===== src/lit_pkg.sv =====
// constants and types shared by the interval timekeeper files
package lit_pkg;
   // ==========================================================
   // register byte addresses on the wishbone slave
   localparam logic [4:0] ADDR_CONTROL = 5'h00;
   localparam logic [4:0] ADDR_COMPARE = 5'h04;
   localparam logic [4:0] ADDR_FRACTION = 5'h08;
   localparam logic [4:0] ADDR_SECONDS = 5'h0C;
   localparam logic [4:0] ADDR_MINUTES = 5'h10;
   localparam logic [4:0] ADDR_HOURS = 5'h14;
   localparam logic [4:0] ADDR_INTERVAL = 5'h18;
   localparam logic [4:0] ADDR_IRQ_ENABLE = 5'h1C;
   localparam int ADDR_W = 5;

   // ==========================================================
   // control register fields
   localparam int CTL_GATE = 0;
   localparam int CTL_COUNT_EN = 1;
   localparam int CTL_FLAG = 2;
   localparam int CTL_SINGLE = 3;
   localparam int CTL_TB_LOW = 4;
   localparam int CTL_TB_HIGH = 5;
   localparam int CTL_DAY_WRAP = 6;
   localparam logic [7:0] CONTROL_RESET = 8'h00;
   localparam logic [7:0] BYTE_RESET = 8'h00;

   // ==========================================================
   // time fields, in carry order
   localparam int FIELDS = 4;
   localparam logic [1:0] FIELD_FRACTION = 2'h0;
   localparam logic [1:0] FIELD_SECONDS = 2'h1;
   localparam logic [1:0] FIELD_MINUTES = 2'h2;
   localparam logic [1:0] FIELD_HOURS = 2'h3;
   localparam logic [7:0] FRACTION_LAST = 8'h7F;
   localparam logic [7:0] SIXTY_LAST = 8'h3B;
   localparam logic [7:0] HOUR_LAST_DAY = 8'h17;
   localparam logic [7:0] HOUR_LAST_FULL = 8'hFF;

   // ==========================================================
   // crystal timing: 32768 Hz divided by 256 gives 128 ticks per second
   localparam int XTAL_HZ = 32768;
   localparam int TICK_HZ = 128;
   localparam int PRESCALE = XTAL_HZ / TICK_HZ;
   localparam logic [7:0] PRESCALE_LAST = 8'(PRESCALE - 1);
   localparam logic [15:0] WAKE_VECTOR = 16'h0053;

   typedef enum logic [1:0]
   {
      BUS_IDLE = 2'b01,
      BUS_ACK = 2'b10
   } lit_bus_state_t;
endpackage


===== src/lit_time_if.sv =====
// bundle between the bus/interval logic, the tick source and the time chain
`timescale 1ns/10ps
interface lit_time_if;
   import lit_pkg::*;
   logic gate;
   logic day_wrap;
   logic tick;
   logic [FIELDS-1:0] wr_en;
   logic [7:0] wr_data;
   logic [7:0] count [FIELDS];
   logic [FIELDS-1:0] ovf;

   modport gen (input gate, output tick);
   modport keeper (input gate, day_wrap, tick, wr_en, wr_data, output count, ovf);
   modport ctl (output gate, day_wrap, wr_en, wr_data, input tick, count, ovf);
endinterface


===== src/lit_tick_gen.sv =====
// crystal pin synchroniser and divider giving the 1/128 second tick
`timescale 1ns/10ps
module lit_tick_gen
   import lit_pkg::*;
(
   input wire logic clk_i,
   input wire logic rst_i,
   input wire logic xtal_i,
   lit_time_if.gen tif
);
   logic [2:0] sync;
   logic level;
   logic [7:0] prescale;
   logic tick;
   logic [2:0] next_sync;
   logic next_level;
   logic [7:0] next_prescale;
   logic next_tick;
   logic rise;

   // ==========================================================
   // all timing derives from crystal edges, never from clk_i periods
   always_comb
   begin
      next_sync = {sync[1:0], xtal_i};
      next_level = level;
      if (sync[1] == sync[2])
      begin
         next_level = sync[2];
      end
      rise = next_level & ~level;
      next_prescale = prescale;
      next_tick = 1'b0;
      if (!tif.gate)
      begin
         next_prescale = BYTE_RESET;
      end
      else if (rise)
      begin
         next_prescale = prescale + 8'h01;
         next_tick = (prescale == PRESCALE_LAST);
      end
   end

   always_ff @(posedge clk_i)
   begin
      if (rst_i)
      begin
         sync <= 3'h0;
         level <= 1'b0;
         prescale <= BYTE_RESET;
         tick <= 1'b0;
      end
      else
      begin
         sync <= next_sync;
         level <= next_level;
         prescale <= next_prescale;
         tick <= next_tick;
      end
   end

   assign tif.tick = tick;
endmodule


===== src/lit_timekeeper.sv =====
// fraction, seconds, minutes and hours chain with written-value shadows
`timescale 1ns/10ps
module lit_timekeeper
   import lit_pkg::*;
(
   input wire logic clk_i,
   input wire logic rst_i,
   lit_time_if.keeper tif
);
   logic [7:0] cnt [FIELDS];
   logic [7:0] shadow [FIELDS];
   logic [7:0] next_cnt [FIELDS];
   logic [7:0] next_shadow [FIELDS];
   logic [FIELDS:0] carry;

   function automatic logic [7:0] field_last(input logic [1:0] idx, input logic day);
      logic [7:0] last;
      last = SIXTY_LAST;
      if (idx == FIELD_FRACTION)
      begin
         last = FRACTION_LAST;
      end
      else if (idx == FIELD_HOURS)
      begin
         last = day ? HOUR_LAST_DAY : HOUR_LAST_FULL;
      end
      return last;
   endfunction

   assign carry[0] = tif.tick & tif.gate;

   genvar i;
   generate
      for (i = 0; i < FIELDS; i++)
      begin : g_field
         logic wrap;
         assign wrap = carry[i] & (cnt[i] >= field_last(2'(i), tif.day_wrap));
         assign carry[i+1] = wrap;
         assign tif.ovf[i] = wrap;
         assign tif.count[i] = cnt[i];

         always_comb
         begin
            next_shadow[i] = shadow[i];
            next_cnt[i] = cnt[i];
            if (tif.wr_en[i])
            begin
               next_shadow[i] = tif.wr_data;
               next_cnt[i] = tif.wr_data;
            end
            else if (!tif.gate)
            begin
               // a stopped clock shows the last written time
               next_cnt[i] = shadow[i];
            end
            else if (wrap)
            begin
               next_cnt[i] = BYTE_RESET;
            end
            else if (carry[i])
            begin
               next_cnt[i] = cnt[i] + 8'h01;
            end
         end

         always_ff @(posedge clk_i)
         begin
            if (rst_i)
            begin
               cnt[i] <= BYTE_RESET;
               shadow[i] <= BYTE_RESET;
            end
            else
            begin
               cnt[i] <= next_cnt[i];
               shadow[i] <= next_shadow[i];
            end
         end
      end
   endgenerate
endmodule


===== src/lit_interval_timer.sv =====
// long interval timekeeper top: wishbone slave, interval counter, wake logic
// How it works
// - timeouts span one 1/128 s tick up to 256 hours via timebase and compare
// - all timekeeping is paced by 32.768 kHz crystal edges, not the core clock
// - time and interval counters keep running during power-down
// - interval counter advances on each tick with timebase 00, else only on overflow of the selected time field
// - counter equal to compare sets match flag (control bit 2), irq if enabled
// - match with irq enabled during power-down wakes core at vector 0053H
// - software may preload time registers and use the block as a clock
// - hours wrap after 23 with day wrap set, after 255 when clear
// - timebase select 00 ticks, 01 seconds, 10 minutes, 11 hours
// - single-shot clears count enable on timeout; otherwise restarts counting
// - fraction counts 0..127 into seconds, seconds 0..59 into minutes
//
// The register offsets and the Wishbone register port were decided locally.
`timescale 1ns/10ps
module lit_interval_timer
   import lit_pkg::*;
(
   input wire logic clk_i,
   input wire logic rst_i,
   input wire logic xtal_i,
   input wire logic power_down_i,
   input wire logic cyc_i,
   input wire logic stb_i,
   input wire logic we_i,
   input wire logic [3:0] sel_i,
   input wire logic [31:0] adr_i,
   input wire logic [31:0] dat_i,
   output logic [31:0] dat_o,
   output logic ack_o,
   output logic irq_o,
   output logic wake_o,
   output logic [15:0] wake_vector_o
);
   lit_time_if tif();

   lit_tick_gen u_tick
   (
      .clk_i(clk_i),
      .rst_i(rst_i),
      .xtal_i(xtal_i),
      .tif(tif.gen)
   );

   lit_timekeeper u_keeper
   (
      .clk_i(clk_i),
      .rst_i(rst_i),
      .tif(tif.keeper)
   );

   // ==========================================================
   // state
   lit_bus_state_t bus_state;
   lit_bus_state_t next_bus_state;
   logic [31:0] rdata;
   logic [31:0] next_rdata;
   logic [7:0] timekeeper_control;
   logic [7:0] next_control;
   logic [7:0] interval_compare_value;
   logic [7:0] next_compare;
   logic [7:0] interval_timekeeper;
   logic [7:0] next_interval;
   logic interval_irq_enable;
   logic next_irq_enable;
   logic irq;
   logic next_irq;
   logic wake;
   logic next_wake;
   logic [15:0] vector;
   logic [15:0] next_vector;
   logic ack;
   logic next_ack;
   logic [FIELDS-1:0] wr_en;
   logic [7:0] wr_data;

   logic time_clock_gate;
   logic interval_count_enable;
   logic interval_match_flag;
   logic single_shot_select;
   logic timebase_select_low;
   logic timebase_select_high;
   logic day_hour_wrap_select;
   logic request;
   logic wr_low;
   logic [4:0] addr;
   logic advance;
   logic [7:0] bumped;
   logic match;

   assign time_clock_gate = timekeeper_control[CTL_GATE];
   assign interval_count_enable = timekeeper_control[CTL_COUNT_EN];
   assign interval_match_flag = timekeeper_control[CTL_FLAG];
   assign single_shot_select = timekeeper_control[CTL_SINGLE];
   assign timebase_select_low = timekeeper_control[CTL_TB_LOW];
   assign timebase_select_high = timekeeper_control[CTL_TB_HIGH];
   assign day_hour_wrap_select = timekeeper_control[CTL_DAY_WRAP];

   assign tif.gate = time_clock_gate;
   assign tif.day_wrap = day_hour_wrap_select;
   assign tif.wr_en = wr_en;
   assign tif.wr_data = wr_data;

   // registers are bytes in lane 0; other lanes are ignored on write
   assign request = cyc_i & stb_i & (bus_state == BUS_IDLE);
   assign wr_low = request & we_i & sel_i[0];
   assign addr = adr_i[ADDR_W-1:0];
   assign wr_data = dat_i[7:0];

   // upper address bits must be zero, so no alias of a register ever hits
   function automatic logic hit(input logic [4:0] a, input logic [4:0] target,
                                input logic [31:0] full);
      return (a == target) && (full[31:ADDR_W] == 27'h0);
   endfunction

   // ==========================================================
   // time field writes
   always_comb
   begin
      wr_en = '0;
      wr_en[FIELD_FRACTION] = wr_low & hit(addr, ADDR_FRACTION, adr_i);
      wr_en[FIELD_SECONDS] = wr_low & hit(addr, ADDR_SECONDS, adr_i);
      wr_en[FIELD_MINUTES] = wr_low & hit(addr, ADDR_MINUTES, adr_i);
      wr_en[FIELD_HOURS] = wr_low & hit(addr, ADDR_HOURS, adr_i);
   end

   // ==========================================================
   // interval counting and match
   always_comb
   begin
      // the tick (timebase 00) or the chosen time field's overflow is the only advance source
      advance = 1'b0;
      case ({timebase_select_high, timebase_select_low})
         2'b00: advance = tif.ovf[FIELD_FRACTION] | tif.tick;
         2'b01: advance = tif.ovf[FIELD_FRACTION];
         2'b10: advance = tif.ovf[FIELD_SECONDS];
         2'b11: advance = tif.ovf[FIELD_MINUTES];
         default: advance = 1'b0;
      endcase
      advance = advance & time_clock_gate & interval_count_enable;
      bumped = interval_timekeeper + 8'h01;
      // a compare value equal to the present count matches only after the count wraps, 256 advances later
      match = advance & (bumped == interval_compare_value);

      next_control = timekeeper_control;
      next_compare = interval_compare_value;
      next_interval = interval_timekeeper;
      next_irq_enable = interval_irq_enable;

      if (wr_low & hit(addr, ADDR_CONTROL, adr_i))
      begin
         next_control = wr_data;
         next_control[7] = 1'b0;
         // software may only clear the flag, never set it
         next_control[CTL_FLAG] = interval_match_flag & wr_data[CTL_FLAG];
      end
      if (wr_low & hit(addr, ADDR_COMPARE, adr_i))
      begin
         next_compare = wr_data;
      end
      // a write to the interval counter loses to an advance in the same cycle
      if (wr_low & hit(addr, ADDR_INTERVAL, adr_i))
      begin
         next_interval = wr_data;
      end
      if (wr_low & hit(addr, ADDR_IRQ_ENABLE, adr_i))
      begin
         next_irq_enable = wr_data[0];
      end

      if (!time_clock_gate)
      begin
         next_interval = BYTE_RESET;
      end
      else if (match)
      begin
         next_control[CTL_FLAG] = 1'b1;
         next_interval = BYTE_RESET;
         if (single_shot_select)
         begin
            next_control[CTL_COUNT_EN] = 1'b0;
         end
      end
      else if (advance)
      begin
         next_interval = bumped;
      end
   end

   // ==========================================================
   // interrupt request and power-down wake
   always_comb
   begin
      next_irq = next_control[CTL_FLAG] & next_irq_enable;
      next_wake = 1'b0;
      next_vector = vector;
      if (match & interval_irq_enable & power_down_i)
      begin
         next_wake = 1'b1;
         next_vector = WAKE_VECTOR;
      end
   end

   // ==========================================================
   // wishbone classic slave, one wait state, ack for one cycle
   // no slow-rate wait: software pacing covers the crystal-rate access limit
   always_comb
   begin
      next_bus_state = BUS_IDLE;
      next_rdata = rdata;
      next_ack = 1'b0;
      case (bus_state)
         BUS_IDLE:
         begin
            if (request)
            begin
               next_bus_state = BUS_ACK;
               next_ack = 1'b1;
               next_rdata = 32'h0;
               if (!we_i)
               begin
                  if (hit(addr, ADDR_CONTROL, adr_i))
                     next_rdata[7:0] = timekeeper_control;
                  else if (hit(addr, ADDR_COMPARE, adr_i))
                     next_rdata[7:0] = interval_compare_value;
                  else if (hit(addr, ADDR_FRACTION, adr_i))
                     next_rdata[7:0] = tif.count[FIELD_FRACTION];
                  else if (hit(addr, ADDR_SECONDS, adr_i))
                     next_rdata[7:0] = tif.count[FIELD_SECONDS];
                  else if (hit(addr, ADDR_MINUTES, adr_i))
                     next_rdata[7:0] = tif.count[FIELD_MINUTES];
                  else if (hit(addr, ADDR_HOURS, adr_i))
                     next_rdata[7:0] = tif.count[FIELD_HOURS];
                  else if (hit(addr, ADDR_INTERVAL, adr_i))
                     next_rdata[7:0] = interval_timekeeper;
                  else if (hit(addr, ADDR_IRQ_ENABLE, adr_i))
                     next_rdata[0] = interval_irq_enable;
               end
            end
         end
         BUS_ACK: next_bus_state = BUS_IDLE;
         default: next_bus_state = BUS_IDLE;
      endcase
   end

   // single clock domain: the crystal is only sampled, so no value is caught mid-change
   always_ff @(posedge clk_i)
   begin
      if (rst_i)
      begin
         bus_state <= BUS_IDLE;
         rdata <= 32'h0;
         ack <= 1'b0;
      end
      else
      begin
         bus_state <= next_bus_state;
         rdata <= next_rdata;
         ack <= next_ack;
      end
   end

   // ==========================================================
   // control, compare, interval and enable registers
   always_ff @(posedge clk_i)
   begin
      if (rst_i)
      begin
         timekeeper_control <= CONTROL_RESET;
         interval_compare_value <= BYTE_RESET;
         interval_timekeeper <= BYTE_RESET;
         interval_irq_enable <= 1'b0;
      end
      else
      begin
         timekeeper_control <= next_control;
         interval_compare_value <= next_compare;
         interval_timekeeper <= next_interval;
         interval_irq_enable <= next_irq_enable;
      end
   end

   // ==========================================================
   // interrupt and wake registers
   always_ff @(posedge clk_i)
   begin
      if (rst_i)
      begin
         irq <= 1'b0;
         wake <= 1'b0;
         vector <= 16'h0000;
      end
      else
      begin
         irq <= next_irq;
         wake <= next_wake;
         vector <= next_vector;
      end
   end

   assign dat_o = rdata;
   // own flop so the bus never sees a state decode on its answer
   assign ack_o = ack;
   assign irq_o = irq;
   assign wake_o = wake;
   assign wake_vector_o = vector;
endmodule


===== config.mk =====
export PLATFORM = sky130hd
export DESIGN_NAME = lit_interval_timer
export DESIGN_NICKNAME = d
export VERILOG_FILES = /design/src/lit_pkg.sv /design/src/lit_time_if.sv /design/src/lit_tick_gen.sv /design/src/lit_timekeeper.sv /design/src/lit_interval_timer.sv
export SDC_FILE = /design/constraint.sdc
export NUM_CORES = 1
export LEC_CHECK = 0
export BUFFER_PORTS_ARGS = -buffer_cell sky130_fd_sc_hd__buf_2
export CORE_MARGIN = 4
export CORE_UTILIZATION = 58
export CTS_BUF_LIST = sky130_fd_sc_hd__clkbuf_8
export DETAILED_ROUTE_END_ITERATION = 12
export MAX_ROUTING_LAYER = met4
export PLACE_DENSITY = 0.83
export SKIP_CTS_REPAIR_TIMING = 1
export SYNTH_ARGS = -nofsm -noshare
export SYNTH_HDL_FRONTEND = slang
export SYNTH_SLANG_ARGS = --single-unit
export TNS_END_PERCENT = 30

===== constraint.sdc =====
create_clock -name clk_i -period 2.6 [get_ports clk_i]
set_input_delay 0.52 -clock clk_i [delete_from_list [all_inputs] [get_ports clk_i]]
set_output_delay 0.52 -clock clk_i [all_outputs]
set_load 0.01 [all_outputs]

Word level (Yosys, flattened, before mapping)
Memories as Yosys holds them, arrays and structs flattened.
Cells that the tools add are included.
- add/subtract/negate cells: 6
- $lt $le $gt $ge: 4
- equality and inequality tests: 14
- mux-type cells: 54
- bitwise logic cells: 38
- reductions and logical operators: 17
- operators by type and width (kind ; count):
    2-to-1 mux 8 bit ; 38
    adder 8 x 1 -> 8 bit, second input constant ; 6
    logical NOT 27 bit ; 1
    bitwise AND 1 bit ; 25
    == test 5 bit, second input constant ; 4
    >= comparator 8 x 6 -> 1 bit, second input constant ; 2
    == test 5 x 4 -> 1 bit, second input constant ; 2
    2-to-1 mux 1 bit ; 10
    OR 1 bit ; 9
    == test 8 bit ; 1
    == test 8 bit, second input constant ; 1
    >= comparator 8 x 7 -> 1 bit, second input constant ; 1
    >= comparator 8 bit ; 1
    logical AND 1 bit ; 8
    2-to-1 mux 7 bit ; 1
    2-to-1 mux 2 bit ; 3
    OR reduction 3 bit ; 2
    == test 5 x 3 -> 1 bit, second input constant ; 1
    logical NOT 5 bit ; 1
    == test 2 x 1 -> 1 bit, second input constant ; 2
    == test 2 bit, second input constant ; 2
    inverter 1 bit ; 4
    case mux 1 bit (4 select lines) ; 1
    OR reduction 2 bit ; 2
    5 further kinds ; 5
- register bits after elaboration: 51
- memory bits (writable): 64
- bits of input ports: 75
- output and inout bits: 51
- word-level logic and storage cells: 150
- memories: 2
- memories (name ; words ; width ; rd ports ; clocked after memory_dff ; write ports ; line ; RTL):
    u_keeper.cnt ; 4 ; 8 ; 4 ; 0 ; 4 ; lit_timekeeper.sv:10 ; logic [7:0] cnt [FIELDS];
    u_keeper.shadow ; 4 ; 8 ; 4 ; 0 ; 4 ; lit_timekeeper.sv:11 ; logic [7:0] shadow [FIELDS];

Logic depth before layout (Yosys ltp)
Gate-level depths: netlist of run 1.
An unclocked memory read counts as a cell.
- word-level depth: 12
- depth in mapped cells: 9

Hierarchy
Synthesis of run 1 repeated with hierarchy kept, for this count alone.
- cell total of the unflattened synthesis: 836
- area total of the unflattened synthesis: 6845.3 um^2
- by module, submodules not included (module ; instances ; cells an instance ; area each (um^2) ; sequential area each (um^2)):
    lit_timekeeper ; 1 ; 437 ; 3505.9 ; 1281.2
    lit_interval_timer ; 1 ; 344 ; 2826.5 ; 740.7
    lit_tick_gen ; 1 ; 55 ; 513.0 ; 260.2

Worst setup path before layout of run 1
OpenSTA, ideal clock, no wires.
- path kind: in2reg
- from: in adr_i[22]
- to: mem u_keeper.cnt[1][3]
- library setup time: 0.132 ns
- data arrival time: 2.081 ns
- slack: 0.387 ns
- stages on the path: 7
- path buffers: 1
- cells stage by stage: nor4_2 > nand3_2 > nor4_2 > buf_2 > nor2_1 > a311oi_1 > nor3_1
- RTL lines (what ; line ; RTL):
    start, declared ; lit_interval_timer.sv:28 ; input wire logic [31:0] adr_i,
    end, declared ; lit_timekeeper.sv:10 ;

==> impl_results.md, run 1 <==
* Total GRT Usage at 30.5%
* Total global routing overflow at 0
* Setup Viol. Count Final at 0
* Core footprint at 10,900 µm²
* R2r startpoint: u_keeper.cnt[2][0]
* I/O pin count at 126
* Register area at 2280 µm²
* Req. time, crit path at 2970 ps
* Final hold slack at 310 ps
* Worst VDD drop at 0.344 mV
* Dominant cell type by area after synthesis: dfxtp_1
* Final slew viol count at 0
* Max-cap violations at 0
* Hpwl dp at 13.5 mm
* Worst-path clk slew at 60 ps
* CTS Sinks at 114
* Status: finished, final reports clean
* Slew HR at 54.6%
* Clock Skews at 14.8 ps
* Die height at 114 µm
* HP Class: in2reg
* Power Density at 481 nW/µm²
* Count leader, synth: nand2_1
* Number of I/O port buffers at 62
* Filler Cell Count at 942
* Min Tclk post-route at 2490 ps
* Clock latency on the worst-skew pair at 440 ps
* Worst setup SP type: flip-flop
* Hold_sp: xtal_i
* Diode count at 0
* Initial antenna violation count at 0
* Post-Syn Area at 6490 µm²
* Drt total wl at 19.1 mm
* H-tree levels at 4
* Top post-synthesis cells by area: dfxtp_1 (35%), nand2_1 (7.2%), a21oi_1 (6.2%)
* DR iter-0 viols at 740
* Global-route wire length before repair at 30.5 mm
* CP startpoint: u_keeper.cnt[2][0]
* Syn-to-layout area delta at 13.0%
* Fraction of layout cells with a size suffix above 1 at 17.6%
* Type of element capturing the critical path: flip-flop
* Post-place setup slack at 109 ps
* Vias per std cell at 6.32
* Routed WL per cell at 18.2 µm
* Synth Flop Type: dfxtp_1
* Arr. time, crit path at 2860 ps
* EDFF count, synth at 0
* Initial Util at 59.6%
* First-pass DRT Iterations at 8
* Setup TNS at 0 ps
* Cells after synthesis at 828
* Multi-input logic area at 3800 µm²
* Setup ws final at 110 ps
* Post-layout util at 67.4%
* Vias at 6,632
* # rows at 38
* Vias in the first global route at 5,936
* Avg Synthesized Cell Area at 7.84 µm²
* CTS Buf Count at 17
* Root Buffer: clkbuf_8
* Leak at 2.72 nW
* Largest net degree at the start of global routing at 52
* Final Hold Fails at 0
* Chip width at 114 µm
* Fmax at 0.402 GHz
* #FFs+latches synth at 114
* Routed Antenna Nets at 0
* GP Congestion at 0.942
* CP max FO at 7
* CTS tree: yes
* YS warnings at 0
* Clock Path Buffers at 2
* Sequential fraction of the synthesis area at 35.2%
* Worst-margin pin slew at 681 ps
* Unrepaired setup endpoints after global routing: no
* Nets@finish at 985
* Ys async rst share at 0%
* Fin crit share at 95.8%
* Area share of the largest cell type after synthesis at 35.2%
* DIE AREA at 12,900 µm²
* DRC Markers at 0
* Synth unique cells at 77
* Commonest cells in the netlist: nand2_1 (124), dfxtp_1 (114), a21oi_1 (81), nor2_1 (72), buf_4 (41)
* Type of the worst setup path: reg2reg
where the power goes:
| part | switching [mW] | total (mW) | internal (mW) | leakage, nW |
|---|---|---|---|---|
| Clock | 0.683 | 1.61 | 0.923 | 0.206 |
| Combinational | 0.124 | 0.168 | 0.0446 | 1.59 |
| Sequential | 0.00108 | 1.75 | 1.75 | 0.918 |
final cells by class:
class / instances / area share [%]
Multi-Input combinational cell: 645 / 51.8
Sequential cell: 114 / 31.1
Timing Repair Buffer: 106 / 8.73
Clock buffer: 21 / 3.94
Tap cell: 140 / 2.39
Clock inverter: 8 / 1.19
Inverter: 16 / 0.819
logic make-up after synthesis:
group | count (synthesis) | synth area share, %
mux | 16 | 2.49
other cells | 1 | 0.0578
fa+ha+maj | 10 | 1.93
buf+inv | 104 | 8.64
flops | 114 | 35.2
simple gates | 337 | 26.3
xor+xnor | 20 | 2.70
compound gates | 226 | 22.7
registers in the layout (all words and copies together), names as in the netlist, 2 cells and up:
| name | cells |
|---|---|
| bus_state | 2 |
| dat_o | 8 |
| interval_compare_value | 8 |
| interval_timekeeper | 8 |
| timekeeper_control | 7 |
| u_keeper.cnt | 32 |
| u_keeper.shadow | 32 |
| u_tick.prescale | 8 |
| u_tick.sync | 3 |
final timing paths:
path                                               end  slack [ps]  depth (start not counted)
worst min register to register          u_tick.sync[1]         450                          1
worst max register to register  interval_timekeeper[7]         110                          8
worst max-delay path            interval_timekeeper[7]         110                          8
worst min-delay path                    u_tick.sync[0]         310                          2
routing by layer:
| layer | track usage, % | routed length, µm | vias to the layer above |
|---|---|---|---|
| met1 | 38.3 | 7510 | 3049 |
| met4 | 16.2 | 1020 | 0 |
| li1 | - | - | 3095 |
| met2 | 45.8 | 8440 | 395 |
| met3 | 6.95 | 2160 | 93 |
| met5 | - | 0 | - |
worst max-delay path, stage by stage, from the launching register on:
cell,delay [ps]
dfxtp_1,360
ha_1,270
o2111ai_1,370
a31oi_1,160
a32oi_2,400
buf_4,220
and4_1,360
a21oi_1,120
a21oi_1,150
cell usage in the layout, fill, tap and decap left out, types with 5 or more instances in the layout:
master    instances
mux2i_1          15
o221ai_1          7
a211oi_1         10
buf_4            44
buf_2            62
dfxtp_1         114
nand4_1          10
nand2_1         124
xor2_1            9
inv_1            16
nand2b_1          5
ha_1             10
a221oi_1          8
or3_1             5
nand3_1          28
a222oi_1          5
a21oi_1          81
nor3_1           27
and3_1            8
clkbuf_8         21
xnor2_1          11
conb_1           36
o21ai_0          40
nor2_1           72
o311ai_0          5
nor4_1           10
nor4_2            5
nor2b_1           6
a22oi_1           8
o211ai_1         11
and4_1            6
stage by stage:
step | cell area (µm²) | power, mW | cells
2_1_floorplan | 6620 | 1.92 | 863
3_3_place_gp | 6950 | 1.95 | 1021
3_5_place_dp | 6950 | 1.95 | 1021
4_1_cts | 7330 | 3.54 | 1050
5_1_grt | 7330 | 3.62 | 1050
6_report | 7330 | 3.52 | 1050
Power figures use the tool's default switching activity.
==> run 2, diff against run 1 <==
- REMOVE_ABC_BUFFERS: unset -> 1
==> impl_results.md, run 2 (same netlist as run 1, synthesis figures left out) <==
* Number of I/O port buffers at 62
* Req. time, crit path at 2950 ps
* Worst VDD drop at 0.523 mV
* Vias per std cell at 6.21
* Final std cells w/o fill at 1,053
* I/O pin count at 126
* CTS tree: yes
* Routed Antenna Nets at 0
* Power Density at 497 nW/µm²
* Fraction of layout cells with a size suffix above 1 at 18.1%
* Syn-to-layout area delta at 13.7%
* Worst path bufs/invs at 0
* Arr. time, crit path at 2790 ps
* Clock latency on the worst-skew pair at 450 ps
* Vias at 6,544
* Drt total wl at 19.6 mm
* Worst-margin pin slew at 670 ps
* Vias in the first global route at 5,983
* Hold_sp: xtal_i
* Largest regs: u_keeper.cnt x32, u_keeper.shadow x32
* CP peak stage delay at 530 ps
* Final Hold Fails at 0
* Largest net degree at the start of global routing at 43
* DR iter-0 viols at 922
* Total global routing overflow at 0
* Type of element capturing the critical path: flip-flop
* Routed WL per cell at 18.6 µm
* CTS Sinks at 114
* Diode count at 0
* Final slew viol count at 0
* Hpwl dp at 13.8 mm
* Commonest cells after routing, fill and taps aside: nand2_1 (124), dfxtp_1 (114), a21oi_1 (81)
* Fin crit share at 93.7%
* Nets@finish at 985
* DIE AREA at 12,900 µm²
* Type of the worst setup path: reg2reg
* Worst setup SP type: flip-flop
* Placed Cells at 1,021
* Clock Skews at 10.9 ps
* Reg2Reg Depth at 7
* CTS Buf Count at 17
* Unrepaired setup endpoints after global routing: no
* Min Tclk post-route at 2440 ps
* Root Buffer: clkbuf_8
* Worst Hold End: u_tick.sync[0]
* # rows at 38
* Core footprint at 10,900 µm²
* Initial Util at 59.6%
* Worst r2r dst: interval_timekeeper[1]
* Worst-path clk slew at 70 ps
* Hold path cells at 2
* Top delay family on crit path: simple AND/OR/NAND/NOR gates
* Global-route wire length before repair at 30.8 mm
* CP max FO at 8
* H-tree levels at 4
* GP Congestion at 0.964
* Status: finished, final reports clean
* R2r startpoint: interval_timekeeper[0]
* Worst path slowest cell: dfxtp_1
* First-pass DRT Iterations at 7
* Cells along the critical path: ha_1 > nand3_1 > or3_1 > nand4_1 > a2111o_1 > nand2_1 > a211oi_1
* Post-layout util at 67.8%
* Max-cap violations at 0
* Clock Path Buffers at 2
* DRC Markers at 0
* Die height at 114 µm
* Initial antenna violation count at 0
* Fmax at 0.411 GHz
* R2R Setup Slk at 160 ps
* Total GRT Usage at 31.0%
* Leak at 2.72 nW
* Most common cell after layout, fill and taps aside: nand2_1
* Chip width at 114 µm
* Slew HR at 55.3%
* Setup Viol. Count Final at 0
* HP Class: in2reg
==> run 2: changes by cell type in the layout (fill, tap and decap cells not counted) <==
cell        change
clkinv_4        +1
clkinvlp_4      +4
buf_4           -1
bufinv_16       +1
clkbuf_8        -4
inv_6           +4
clkinv_2        -1
inv_1           -2
buf_12          +1
==> run 2: routing by layer <==
layer | up-vias | wire (µm) | part of all wire, % | global-route usage [%]
met3 | 60 | 2250 | 11 | 7.37
met4 | 0 | 711 | 3.6 | 12.7
met5 | - | 0 | 0 | -
li1 | 3088 | - | - | -
met2 | 402 | 8680 | 44 | 46.6
met1 | 2994 | 7940 | 41 | 40.4
==> run 2: through the flow <==
stage          TNS (ps)  total power, mW  cell area (µm²)  hold WS (ps)  worst slack (ps)
2_1_floorplan    -10280             1.84             6120           414              -580
3_3_place_gp          0             1.95             6960           419               169
3_5_place_dp          0             1.95             6960           428              98.3
4_1_cts               0             3.67             7380           272               182
5_1_grt               0             3.78             7380           294             0.180
6_report              0             3.67             7380           282               164
==> run 2: worst max-delay path by stage <==
| stage | start | endpoint | slack [ps] | depth (start not counted) |
|---|---|---|---|---|
| after global placement | adr_i[17] | u_keeper.cnt[1][3] | 170 | 8 |
| after CTS | u_keeper.cnt[2][1] | interval_timekeeper[4] | 180 | 8 |
| after global routing | interval_timekeeper[0] | interval_timekeeper[1] | 0.2 | 7 |
| after detailed placement | adr_i[17] | u_keeper.cnt[1][3] | 100 | 8 |
| after floorplan | adr_i[15] | u_keeper.cnt[3][6] | -580 | 6 |
| final | interval_timekeeper[0] | interval_timekeeper[1] | 160 | 7 |
==> run 2: final cells by class <==
type,count,area [µm²]
clock buffer,17,234
clock inverter,15,179
fill,921,3500
inverter,16,60.1
multi-input combinational,645,3800
sequential,114,2280
tap,140,175
timing repair buffer,106,653
==> run 2: report_power, final <==
group	switching (mW)	leakage (nW)	internal, mW
sequential	0.00105	0.918	1.75
clock	0.798	0.199	0.953
combinational	0.126	1.60	0.0456
total	0.925	2.72	2.75
==> run 2: worst reg2reg max path: cells and delay by family (launching register included) <==
kind                     cells  cell delay, ps
adder cells (fa/ha/maj)      1             320
AND/OR/NAND/NOR              4            1000
flip-flops                   1             530
AO/OA/AOI/OAI                2             490
